## src/flash_cfg_pkg.sv

```systemverilog
package flash_cfg_pkg;
   // ------------------------------------------------------------
   // command codes on the data lines
   // ------------------------------------------------------------
   localparam logic [15:0] CMD_CFG_SETUP    = 16'h0060;
   localparam logic [15:0] CMD_CONFIRM_READ = 16'h0003;
   localparam logic [15:0] CMD_CONFIRM_DRV  = 16'h0004;
   localparam logic [15:0] CMD_IDENT_READ   = 16'h0090;
   localparam logic [15:0] CMD_ARRAY_READ   = 16'h00ff;
   localparam logic [15:0] CMD_STATUS_READ  = 16'h0070;
   // ------------------------------------------------------------
   // identifier space offsets, reset values, status value and write masks
   // ------------------------------------------------------------
   localparam logic [7:0]  OFS_READ_CFG   = 8'h05;
   localparam logic [7:0]  OFS_DRIVE_CFG  = 8'h06;
   localparam logic [15:0] RST_READ_CFG   = 16'h8000;
   localparam logic [15:0] RST_DRIVE_CFG  = 16'h0004;
   localparam logic [15:0] STATUS_READY   = 16'h0080;
   localparam logic [15:0] MASK_READ_CFG  = 16'hfd07;
   localparam logic [15:0] MASK_DRIVE_CFG = 16'h0007;
   // ------------------------------------------------------------
   // read_burst_config fields and drive config field
   // ------------------------------------------------------------
   localparam int RB_MODE_BIT = 15;
   localparam int RB_LAT_HI   = 14;
   localparam int RB_LAT_LO   = 11;
   localparam int RB_WPOL_BIT = 10;
   localparam int RB_WDLY_BIT = 8;
   localparam int RB_BLEN_HI  = 2;
   localparam int DRV_HI      = 2;
   // ------------------------------------------------------------
   // host command registers (apb byte offsets)
   // ------------------------------------------------------------
   localparam logic [7:0] REG_CTRL   = 8'h00;
   localparam logic [7:0] REG_VALUE  = 8'h04;
   localparam logic [7:0] REG_STATUS = 8'h08;
   localparam logic [7:0] REG_RDATA  = 8'h0c;
   localparam logic [1:0] OP_WR_READ_CFG  = 2'h0;
   localparam logic [1:0] OP_WR_DRIVE_CFG = 2'h1;
   localparam logic [1:0] OP_RD_READ_CFG  = 2'h2;
   localparam logic [1:0] OP_RD_DRIVE_CFG = 2'h3;
   typedef enum logic [1:0] {MODE_ARRAY, MODE_STATUS, MODE_IDENT} read_mode_e;
endpackage

```

## src/flash_cfg_if.sv

```systemverilog
`timescale 1ns/1ps
interface flash_cfg_if;
   logic        wr_stb;
   logic        rd_stb;
   logic [16:0] addr;
   logic [15:0] wdata;
   logic [15:0] rdata;
   logic        rvalid;
   modport device (input wr_stb, input rd_stb, input addr, input wdata, output rdata, output rvalid);
   modport host   (output wr_stb, output rd_stb, output addr, output wdata, input rdata, input rvalid);
endinterface

```

## src/flash_cfg_device.sv

```systemverilog
`timescale 1ns/1ps
// How it works
// [RULE_01] read config resets to asynchronous mode
// [RULE_02] ident mode offset 5 returns read config
// [RULE_03] bit 15 one asynchronous, zero synchronous
// [RULE_04] bits 14:11 latency code 3 to 13
// [RULE_05] host keeps clock within latency limit
// [RULE_06] bit 10 sets wait active level
// [RULE_07] bit 8 ends wait one cycle early
// [RULE_08] host writes zero to reserved bits; the host passes pwdata[15:0] unmasked, and the device masks them
// [RULE_09] bits 2:0 select burst length code
// [RULE_10] setup 0060h enters status read mode
// [RULE_11] confirm 0003h loads read config, array
// [RULE_12] host shifts value to its wiring
// [RULE_13] host avoids fetching during mode switch
// [RULE_14] drive config resets to 0004h
// [RULE_15] ident mode offset 6 returns drive config
// [RULE_16] drive bits 2:0 set output strength
// [RULE_17] confirm 0004h loads drive config, array
// [RULE_18] drive update ignores program-protect lockout
// [RULE_19] 0090h enters identifier read mode
// [RULE_20] setup pending, confirm code selects register
// [RULE_21] stored codes drive read and output logic
module flash_cfg_device (
   input  wire logic                      pclk,
   input  wire logic                      presetn,
   flash_cfg_if.device                    bus,
   input  wire logic                      program_lockout,
   output logic                           async_mode,
   output logic [3:0]                     latency_code,
   output logic                           wait_active_high,
   output logic                           wait_early,
   output logic [2:0]                     burst_length,
   output logic [2:0]                     drive_strength,
   output logic [1:0]                     read_mode
);
   typedef struct packed {
      logic [15:0]                read_cfg;
      logic [15:0]                drive_cfg;
      logic                       setup_pending;
      flash_cfg_pkg::read_mode_e  mode;
      logic [15:0]                rdata;
      logic                       rvalid;
   } state_s;

   state_s st_q;
   state_s st_d;
   logic   unused_lockout;

   assign unused_lockout = program_lockout;

   // ------------------------------------------------------------
   // command decoder
   // ------------------------------------------------------------
   always_comb begin
      st_d        = st_q;
      st_d.rvalid = 1'b0;
      if (bus.wr_stb) begin
         if (st_q.setup_pending) begin
            st_d.setup_pending = 1'b0; // RULE_20
            st_d.mode          = flash_cfg_pkg::MODE_ARRAY;
            if (bus.wdata == flash_cfg_pkg::CMD_CONFIRM_READ) begin
               st_d.read_cfg = bus.addr[15:0] & flash_cfg_pkg::MASK_READ_CFG; // RULE_11
            end else if (bus.wdata == flash_cfg_pkg::CMD_CONFIRM_DRV) begin
               // no lockout term gates this load
               st_d.drive_cfg = bus.addr[15:0] & flash_cfg_pkg::MASK_DRIVE_CFG; // RULE_17 RULE_18
            end else begin
               st_d.mode = flash_cfg_pkg::MODE_STATUS;
            end
         end else begin
            case (bus.wdata)
               flash_cfg_pkg::CMD_CFG_SETUP: begin
                  st_d.setup_pending = 1'b1;
                  st_d.mode          = flash_cfg_pkg::MODE_STATUS; // RULE_10
               end
               flash_cfg_pkg::CMD_IDENT_READ: begin
                  st_d.mode = flash_cfg_pkg::MODE_IDENT; // RULE_19
               end
               flash_cfg_pkg::CMD_STATUS_READ: begin
                  st_d.mode = flash_cfg_pkg::MODE_STATUS;
               end
               flash_cfg_pkg::CMD_ARRAY_READ: begin
                  st_d.mode = flash_cfg_pkg::MODE_ARRAY;
               end
               default: begin
               end
            endcase
         end
      end else if (bus.rd_stb) begin
         st_d.rvalid = 1'b1;
         st_d.rdata  = 16'h0000;
         case (st_q.mode)
            flash_cfg_pkg::MODE_IDENT: begin
               if (bus.addr[7:0] == flash_cfg_pkg::OFS_READ_CFG) begin
                  st_d.rdata = st_q.read_cfg; // RULE_02
               end else if (bus.addr[7:0] == flash_cfg_pkg::OFS_DRIVE_CFG) begin
                  st_d.rdata = st_q.drive_cfg; // RULE_15
               end
            end
            flash_cfg_pkg::MODE_STATUS: begin
               st_d.rdata = flash_cfg_pkg::STATUS_READY;
            end
            default: begin
            end
         endcase
      end
   end

   always_ff @(posedge pclk or negedge presetn) begin
      if (!presetn) begin
         st_q.read_cfg      <= flash_cfg_pkg::RST_READ_CFG; // RULE_01
         st_q.drive_cfg     <= flash_cfg_pkg::RST_DRIVE_CFG; // RULE_14
         st_q.setup_pending <= 1'b0;
         st_q.mode          <= flash_cfg_pkg::MODE_ARRAY;
         st_q.rdata         <= 16'h0000;
         st_q.rvalid        <= 1'b0;
      end else begin
         st_q <= st_d;
      end
   end

   // ------------------------------------------------------------
   // configuration outputs
   // ------------------------------------------------------------
   assign async_mode       = st_q.read_cfg[flash_cfg_pkg::RB_MODE_BIT]; // RULE_03 RULE_21
   assign latency_code     = st_q.read_cfg[flash_cfg_pkg::RB_LAT_HI:flash_cfg_pkg::RB_LAT_LO]; // RULE_04
   assign wait_active_high = st_q.read_cfg[flash_cfg_pkg::RB_WPOL_BIT]; // RULE_06
   assign wait_early       = st_q.read_cfg[flash_cfg_pkg::RB_WDLY_BIT]; // RULE_07
   assign burst_length     = st_q.read_cfg[flash_cfg_pkg::RB_BLEN_HI:0]; // RULE_09
   assign drive_strength   = st_q.drive_cfg[flash_cfg_pkg::DRV_HI:0]; // RULE_16
   assign read_mode        = st_q.mode;
   assign bus.rdata        = st_q.rdata;
   assign bus.rvalid       = st_q.rvalid;
endmodule

```

## src/flat_wrapper.sv

```systemverilog
// flat-port wrapper written by rule: the top's interface ports become plain ports
module flash_cfg_device_flat 
  (pclk, presetn, program_lockout, async_mode, latency_code, wait_active_high, wait_early, burst_length, drive_strength, read_mode, bus_wr_stb, bus_rd_stb, bus_addr, bus_wdata, bus_rdata, bus_rvalid);
  flash_cfg_if bus_i ();
  input  wire logic pclk;
  input  wire logic presetn;
  input  wire logic program_lockout;
  output logic async_mode;
  output logic [3:0] latency_code;
  output logic wait_active_high;
  output logic wait_early;
  output logic [2:0] burst_length;
  output logic [2:0] drive_strength;
  output logic [1:0] read_mode;
  input wire logic [$bits(bus_i.wr_stb)-1:0] bus_wr_stb;
  input wire logic [$bits(bus_i.rd_stb)-1:0] bus_rd_stb;
  input wire logic [$bits(bus_i.addr)-1:0] bus_addr;
  input wire logic [$bits(bus_i.wdata)-1:0] bus_wdata;
  output wire logic [$bits(bus_i.rdata)-1:0] bus_rdata;
  output wire logic [$bits(bus_i.rvalid)-1:0] bus_rvalid;
  assign bus_i.wr_stb = bus_wr_stb;
  assign bus_i.rd_stb = bus_rd_stb;
  assign bus_i.addr = bus_addr;
  assign bus_i.wdata = bus_wdata;
  assign bus_rdata = bus_i.rdata;
  assign bus_rvalid = bus_i.rvalid;
  flash_cfg_device u_core (.pclk(pclk), .presetn(presetn), .bus(bus_i), .program_lockout(program_lockout), .async_mode(async_mode), .latency_code(latency_code), .wait_active_high(wait_active_high), .wait_early(wait_early), .burst_length(burst_length), .drive_strength(drive_strength), .read_mode(read_mode));
endmodule
```

## config.mk

```make
export PLATFORM = sky130hd
export DESIGN_NAME = flash_cfg_device_flat
export DESIGN_NICKNAME = d
export VERILOG_FILES = /design/src/flash_cfg_pkg.sv /design/src/flash_cfg_if.sv /design/src/flash_cfg_device.sv /design/src/flat_wrapper.sv
export SDC_FILE = /design/constraint.sdc
export NUM_CORES = 1
export LEC_CHECK = 0
export BUFFER_PORTS_ARGS = -buffer_cell sky130_fd_sc_hd__buf_2
export CAP_MARGIN = 20
export CORE_ASPECT_RATIO = 1.1
export CORE_MARGIN = 2
export CORE_UTILIZATION = 42
export CTS_BUF_LIST = sky130_fd_sc_hd__clkbuf_16
export DETAILED_ROUTE_END_ITERATION = 7
export PLACE_DENSITY_LB_ADDON = 0.1
export REMOVE_ABC_BUFFERS = 1
export SYNTH_ARGS = -nofsm -noshare
export SYNTH_HDL_FRONTEND = slang
export SYNTH_SLANG_ARGS = --single-unit
```

## constraint.sdc

```tcl
create_clock -name pclk -period 2 [get_ports pclk]
set_input_delay 0.3 -clock pclk [delete_from_list [all_inputs] [get_ports pclk]]
set_output_delay 0.3 -clock pclk [all_outputs]
set_load 0.01 [all_outputs]
```

==> run metrics, run 1 <==
Post-DP Area=~1800 um2; worst-path cell chain=buf_6, or4_4, or4_4, nor4_4, buf_12, mux2_2; Final Cycle Share=100.1%; cell row count=22; postcts setup bufs=0; Die Wd=61.48 um; Die Span Y=~67 um; post-synth top area share=42.62%; H-tree lvl count=1; die footprint=around 4100 um2; Setup WS post-layout=-0.002160 ns; Post-synth top cells=buf_4, dfrtp_1, mux2_2; synthesized area per cell=between 10 and 15 um2; Distinct cells, synth=34; IO Pins=70; Pre-antenna DRT Iters=4; top cells by area, synth=dfrtp_1, buf_4, mux2_2; final core utilization=between 50 and 60%; initial drt markers=37; Via-to-Cell Ratio=4.974; element type at the critical path start=primary input; largest net degree at the start of global routing=29; Diodes inserted=0; worst-path fanout max=10; DR vias=~1200; Arrival @ worst endpoint=2.15 ns; Max Clock Freq=499.5 MHz; most numerous cell in the Yosys netlist=buf_4; sequential area share after synthesis=46.07%; Worst Path Required=2.15 ns; HP Class=in2async; root buffer cell=clkbuf_16; vias in the first global route=~1100; share of layout cells above drive strength 1=about 53%; ys flop type=dfrtp_1; static leakage=around 1.0 nW; synth warn=0; final net count=225; Logic pwr share=8.0%; initial antenna violation count=0; Synth-to-Final Area Change=24.43%; Mapped Area=approximately 1500 um2; min Tclk post-route=~2 ns; post-DP HPWL=~2400 um; buffers from clock root to sink, at most=2; maximum vdd drop=roughly 0.00028 V; filler cell count=348; grt total ovfl=0; switching part of the total=19.05%; Detail Route Antenna Nets=0; Switching Power=between 200 and 250 uW; skew final=between 0.003 and 0.004 ns; Design Area, Final=around 1900 um2; CP Class=in2reg; first-pass GRT wire length=a little under 5000 um; routability congestion estimate=0.8849; Final Hold Viols=0; most frequent cell on the critical path=or4_4; CP Capture Type=flip-flop; Yosys reg bits=28; sequential share of power=45.6%; cell-internal power=about 1.0 mW; largest stage delay on the critical path=between 0.5 and 0.6 ns; Post-Syn Instances=approximately 140; Setup WS pre-CTS=-0.3779 ns; TritonCTS Buffers=3; CTS tree=built; Worst-path clk slew=0.07 ns; worst skew pair latency=0.26 ns; Worst path slowest cell=or4_4; WHS=between 0.04 and 0.05 ns; Placeable Area=roughly 3400 um2; setup TNS=-0.003914 ns; # port buffers=61; DRC=0; drt wl/cell=around 13 um; fraction of registers with async set/reset=between 90% and 100%; max-cap viol count=0; total wire length=3046 um; GRT Total Usage=between 10% and 20%; Yosys top cell by area=dfrtp_1; RSZ-0062 raised after global routing=true; failing checks=negative setup slack; Clock power frac=46.3%; status=finished with violations; Rel. slew slack=between 50% and 60%; Post-Layout Cell Count=~230; fin. max-slew vios=0; total power=1.251 mW; clock sinks=28; Cell Pwr Density=658.8 nW/um2; final setup fails=3; placed cells=between 200 and 250; Post-synth EDFFs=0; Initial Util=around 45%; actual slew at the worst max-slew pin=a little over 0.6 ns
-- repair_timing --
action / 4_1_cts / 5_1_grt
pin swaps: 1 / 0
hold buffers: 0 / 0
cloned: 0 / 0
endpoints found under the setup margin: 12 / 13
resized for setup: 1 / 5
-- sequential cells by signal, summed over array words and instances, names as in the netlist --
register / flops
u_core.burst_length: 3
u_core.latency_code: 4
u_core.wait_early: 1
u_core.read_mode: 2
u_core.bus.rdata: 11
u_core.st_q: 1
u_core.async_mode: 1
u_core.bus.rvalid: 1
u_core.drive_strength: 3
u_core.wait_active_high: 1
-- critical path: cells and delay by family --
family	cells	cell delay, ns
muxes	1	0.33
buffers and inverters	2	0.27
and+or+nand+nor	3	1.25
-- layout make-up --
| type | count | area [um2] | area share (%) |
|---|---|---|---|
| tap | 48 | 60.06 | 3.162 |
| inverter | 8 | 30.03 | 1.581 |
| multi-input combinational | 74 | 609.3 | 32.08 |
| timing repair buffer | 70 | 391.6 | 20.62 |
| clock inverter | 1 | 30.03 | 1.581 |
| clock buffer | 3 | 75.07 | 3.953 |
| sequential | 28 | 703.2 | 37.02 |
-- metal layers --
layer	global-route usage (%)	share of wire, %
met3	2.299	6.3
met1	17.87	39
met5	0	0
met4	6.383	1.5
met2	28.68	53
-- final timing paths --
path / depth (start not counted) / start / slack (ns) / to
min in group pclk: 2 / bus_addr[14] / 0.27 / u_core.latency_code[3]$_DFFE_PN0P_
max in group asynchronous: 1 / presetn / 1.55 / u_core.bus.rdata[10]$_DFFE_PN0P_
max reg2reg: 6 / u_core.read_mode[1]$_DFFE_PN0P_ / 0.12 / u_core.bus.rdata[1]$_DFFE_PN0P_
max: 6 / bus_wdata[9] / -0.002 / u_core.latency_code[0]$_DFFE_PN0P_
min: 1 / presetn / 0.04 / u_core.bus.rdata[11]$_DFFE_PN0P_
min reg2reg: 2 / u_core.bus.rdata[13]$_DFFE_PN0P_ / 0.49 / u_core.bus.rdata[13]$_DFFE_PN0P_
-- power by group through the flow --
stage / clock, mW / combinational (mW) / sequential [mW]
final: 0.579 / 0.101 / 0.571
after global placement: 0 / 0.0994 / 0.582
after global routing: 0.625 / 0.116 / 0.571
after detailed placement: 0 / 0.101 / 0.582
after CTS: 0.593 / 0.102 / 0.571
after floorplan: 0 / 0.0309 / 0.585
-- kinds of logic after synthesis --
kind of cell | after synthesis | synth area share [%]
compound gates | 19 | 9.918
buf+inv | 38 | 16.23
flops | 28 | 46.07
fa+ha+maj | 2 | 1.639
other cells | 1 | 0.2457
mux | 14 | 10.33
simple gates | 34 | 15.57
-- cells in the final DEF (no fill, tap or decap), types with 3 or more instances in the layout --
master and instances:
buf_4 8, mux2_2 9, buf_2 60, or2_2 3, clkbuf_16 3, inv_1 8, a222oi_1 3, conb_1 5
mux2_4 5, nand2_1 7, or4_1 3, nor4_1 3, nand2b_1 3, a22o_1 6, o21ai_0 3, dfrtp_1 26
Note: power is estimated with default switching activity, not from simulation.
==> run 2: changes to the inputs <==
==> constraint.sdc (replaced) <==
create_clock -name pclk -period 1.7 [get_ports pclk]
set_input_delay 0.255 -clock pclk [delete_from_list [all_inputs] [get_ports pclk]]
set_output_delay 0.255 -clock pclk [all_outputs]
set_load 0.01 [all_outputs]
==> run 2 against run 1 <==
  * Power rose by 7.6%
  * Sequential power rose by 18%
  * Register-to-register slack got worse by 0.31 ns
  * Clock-buffer cell count did not move
  * Die area did not move
  * Critical path depth did not move
  * The flow finishes with violations (negative hold slack, negative setup slack)
  * Sequential cell count did not move
  * Clock skew barely moved
  * Combinational power rose by 48%
  * Global-route usage rose by 0.77 points
==> run metrics, run 2 (synthesis results as in run 1) <==
TritonCTS Buffers=3; CP top delay family=simple AND/OR/NAND/NOR gates; cts hold-fix bufs=0; min Tclk post-route=around 2.0 ns; total power=1.346 mW; Largest Register=u_core.bus.rdata; # port buffers=61; routability congestion estimate=between 0.8 and 0.9; Die Span Y=between 60 and 70 um; initial antenna violation count=0; first-pass GRT wire length=around 5000 um; CP Capture Type=flip-flop; Post-Layout Cell Count=~250; worst skew pair latency=roughly 0.26 ns; total wire length=roughly 3200 um; vias in the first global route=roughly 1100; Synth-to-Final Area Change=30.98%; cell row count=22; setup TNS=-5.435 ns; DRC=0; Rel. slew slack=between 50 and 60%; WHS=-0.001566 ns; worst-path cell chain=buf_6, or4_4, or4_4, nor4_4, buf_12, mux2_2; final setup fails=22; most frequent cell on the critical path=or4_4; Initial Util=roughly 45%; number of buffers and inverters on the critical path=2; DR vias=approximately 1200; final net count=around 240; failing checks=negative hold slack, negative setup slack; clock sinks=28; Setup WS post-layout=-0.3285 ns; largest stage delay on the critical path=approximately 0.53 ns; Worst Path Required=about 1.9 ns; largest net degree at the start of global routing=29; share of layout cells above drive strength 1=between 50% and 60%; Pre-antenna DRT Iters=4; GRT Total Usage=approximately 16%; CTS tree=built; most frequent cells in the layout=buf_2, dfrtp_1, buf_4; Cell Pwr Density=between 600 and 700 nW/um2; status=finished with violations; Setup WS pre-CTS=-0.6188 ns; CP Class=in2reg; initial drt markers=35; RSZ-0062 raised after global routing=true; placed cells=about 240; max-cap viol count=0; Via-to-Cell Ratio=around 5.0; post-DP HPWL=between 2000 and 3000 um; grt total ovfl=0; worst-path fanout max=10; Final Cycle Share=119.3%; drt wl/cell=13.17 um; Detail Route Antenna Nets=0; Final Hold Viols=2; actual slew at the worst max-slew pin=approximately 0.61 ns; skew final=between 0.003 and 0.004 ns; max reg flops=11; Arrival @ worst endpoint=about 2.2 ns; Diodes inserted=0; static leakage=~1.1 nW; root buffer cell=clkbuf_16; HP Class=in2async; Die Wd=slightly above 60 um; Post-DP Area=1844 um2; Worst path slowest cell=or4_4; Worst-path clk slew=0.06 ns; maximum vdd drop=roughly 0.00036 V; Design Area, Final=approximately 2000 um2; buffers from clock root to sink, at most=2; fin. max-slew vios=0; final core utilization=approximately 59%; commonest non-fill, non-tap cell in the layout=buf_2; Placeable Area=3413 um2; IO Pins=70; element type at the critical path start=primary input; H-tree lvl count=1; Max Clock Freq=between 400 and 500 MHz; die footprint=approximately 4100 um2
==> run 2: area by class of cell <==
type | count | area [um2]
repair buffers | 84 | 496.7
flip-flops and latches | 28 | 703.2
clock inverters | 1 | 3.754
clock buffers | 3 | 75.07
inverters | 8 | 30.03
well taps | 48 | 60.06
multi-input cells | 74 | 630.6
fillers | 335 | 1414
==> run 2: layer usage <==
metal | share of wire (%) | wire length (um) | global-route usage, %
met3 | 6.5 | 211 | 2.490
met1 | 40 | 1290 | 19.64
met5 | 0 | 0 | 0
met4 | 1.6 | 51 | 7.979
met2 | 52 | 1685 | 28.42
==> run 2: timing repair <==
action / CTS / global route
hold endpoints to repair: 0 / 0
pin swaps: 2 / 3
setup endpoints to repair: 22 / 23
setup buffers: 2 / 2
cloned: 0 / 0
resized for setup: 6 / 6
==> run 2: where the power goes <==
group          internal [mW]  leakage (nW)  switching, mW
Combinational         0.0738         0.669         0.0750
Clock                  0.315        0.0423          0.211
Sequential             0.670         0.376        0.00181
Total                   1.06          1.09          0.288
==> run 2: path summary, 6_finish.rpt <==
path | from | depth (start not counted) | end | slack, ns
setup / recovery | bus_wdata[9] | 6 | u_core.latency_code[0]$_DFFE_PN0P_ | -0.33
hold / removal | presetn | 1 | u_core.bus.rdata[11]$_DFFE_PN0P_ | -0.002
setup reg to reg | u_core.st_q[19]$_DFFE_PN0P_ | 5 | u_core.latency_code[0]$_DFFE_PN0P_ | -0.19
hold reg to reg | u_core.bus.rdata[13]$_DFFE_PN0P_ | 2 | u_core.bus.rdata[13]$_DFFE_PN0P_ | 0.49
max in group asynchronous | presetn | 1 | u_core.bus.rdata[0]$_DFFE_PN0P_ | 1.30
min in group pclk | bus_addr[12] | 2 | u_core.latency_code[1]$_DFFE_PN0P_ | 0.23
==> run 3: changes to the inputs <==
--- a/config.mk
+++ b/config.mk
@@ -9,7 +9,7 @@
 export CAP_MARGIN = 20
 export CORE_ASPECT_RATIO = 1.1
 export CORE_MARGIN = 2
-export CORE_UTILIZATION = 42
+export CORE_UTILIZATION = 30
 export CTS_BUF_LIST = sky130_fd_sc_hd__clkbuf_16
 export DETAILED_ROUTE_END_ITERATION = 7
 export PLACE_DENSITY_LB_ADDON = 0.1
==> run 3 against run 2 <==
  * The flow finishes with violations (negative setup slack)
  * Hold slack improved by 0.0071 ns
  * Maximum frequency increased by 0.23%
  * Sequential power about the same
  * Critical path type unchanged
  * Largest cell class unchanged
==> run metrics, run 3 (synthesis results as in run 1) <==
Initial Util=30.74%; worst-path fanout max=10; Switching Power=~290 uW; most frequent cells in the layout=buf_2, dfrtp_1, buf_4; worst skew pair latency=between 0.2 and 0.3 ns; Detail Route Antenna Nets=0; min Tclk post-route=2.024 ns; H-tree lvl count=1; HP Class=in2async; grt total ovfl=0; CP Capture Type=flip-flop; Via-to-Cell Ratio=4.681; maximum vdd drop=between 0.0003 and 0.0004 V; Reg area=between 700 and 800 um2; element type at the critical path start=primary input; Final Hold Viols=0; filler cell count=521; total power=1.342 mW; post-DP HPWL=2721 um; Clock power frac=39.0%; sequential share of power=between 50 and 60%; initial drt markers=31; TritonCTS Buffers=3; routability congestion estimate=~0.77; commonest non-fill, non-tap cell in the layout=buf_2; IO Pins=70; first-pass GRT wire length=5561 um; Worst-path clk slew=~0.07 ns; flop2flop setup slack=-0.16 ns; worst r2r path cells=5; Setup WS post-layout=-0.3238 ns; Placeable Area=around 5000 um2; final core utilization=between 40 and 50%; DR vias=~1200; clock sinks=28; GRT Total Usage=between 10% and 20%; Setup WS pre-CTS=-0.6137 ns; # port buffers=between 60 and 70; max reg flops=11; Logic pwr share=between 10 and 15%; WHS=roughly 0.0055 ns; DRC=0; drt wl/cell=approximately 13 um; CTS tree=built; initial antenna violation count=0; footprint of the multi-input gates=about 640 um2; Pre-antenna DRT Iters=5; cell row count=27; cts hold-fix bufs=0; Rel. slew slack=between 50% and 60%; total wire length=between 3000 and 4000 um; buffers from clock root to sink, at most=2; cell-internal power=between 1 and 1.5 mW; Worst Path Required=1.84 ns; Die Wd=between 70 and 80 um; Largest Register=u_core.bus.rdata; FF-to-FF Start=u_core.st_q[19]$_DFFE_PN0P_; status=finished with violations; largest net degree at the start of global routing=29; die footprint=between 5000 and 6000 um2; failing checks=negative setup slack; vias in the first global route=between 1000 and 1500; RSZ-0062 raised after global routing=true; fin. max-slew vios=0; root buffer cell=clkbuf_16; Arrival @ worst endpoint=2.16 ns; skew final=between 0.007 and 0.008 ns; Diodes inserted=0; final setup fails=22; static leakage=around 1.1 nW; Critical Path Start=bus_wdata[9]; r2r endpoint=u_core.burst_length[1]$_DFFE_PN0P_; max-cap viol count=0; CP Class=in2reg; Die Span Y=between 70 and 80 um; Max Clock Freq=494.1 MHz; switching part of the total=21.40%; Final Cycle Share=119.0%; actual slew at the worst max-slew pin=a little over 0.6 ns; share of layout cells above drive strength 1=between 50% and 60%; final net count=roughly 240; Synth-to-Final Area Change=31.31%; Cell Pwr Density=~670 nW/um2
[run 3: changes by cell type in the layout (fill, tap and decap cells not counted), sizes merged]
| cell | delta |
|---|---|
| buf | -2 |
[run 3: worst max-delay path, stage by stage]
cell	delay [ns]
buf_6	0.09
or4_4	0.52
or4_4	0.52
nor4_4	0.27
buf_12	0.17
mux2_2	0.33
[run 3: layer usage]
layer  share of wire [%]  track usage, %
met3                 7.1           2.284
met2                  51           22.59
met1                  41           14.32
met5                   0               0
met4                 1.4           5.660
[run 3: how the worst max path moves through the flow]
stage | end | cells after the start
2_1_floorplan | u_core.burst_length[0]$_DFFE_PN0P_ | 4
3_3_place_gp | u_core.burst_length[2]$_DFFE_PN0P_ | 6
3_5_place_dp | u_core.wait_active_high$_DFFE_PN0P_ | 6
4_1_cts | u_core.burst_length[1]$_DFFE_PN0P_ | 6
5_1_grt | u_core.burst_length[0]$_DFFE_PN0P_ | 6
6_report | u_core.burst_length[1]$_DFFE_PN0P_ | 6
[run 3: cell type report]
class / count / share of cell area, %
clock buffers: 3 / 3.745
clock inverters: 1 / 0.1873
inverters: 8 / 1.498
multi-input cells: 74 / 31.84
flip-flops and latches: 28 / 35.08
well taps: 58 / 3.620
repair buffers: 82 / 24.03
[run 3: power groups by stage]
stage | Combinational, mW | Clock [mW] | Sequential, mW
global placement | 0.134 | 0 | 0.684
detailed placement | 0.137 | 0 | 0.684
global route | 0.164 | 0.579 | 0.672
floorplan | 0.0364 | 0 | 0.688
CTS | 0.143 | 0.546 | 0.672
finish | 0.146 | 0.524 | 0.672
[run 3: stage by stage]
step | setup TNS (ns) | std cells | cell area [um2]
detailed placement | -9.508 | 249 | 1864
CTS | -5.007 | 253 | 1984
floorplan | -9.661 | 110 | 1324
finish | -4.705 | 254 | 2004
global route | -6.197 | 254 | 2004
global placement | -9.111 | 249 | 1864
[run 3: what timing repair did]
item                                    4_1_cts  5_1_grt
pin swaps                                     2        1
endpoints found under the setup margin       22       23
resized for setup                             8        3
buffers inserted                              0        1
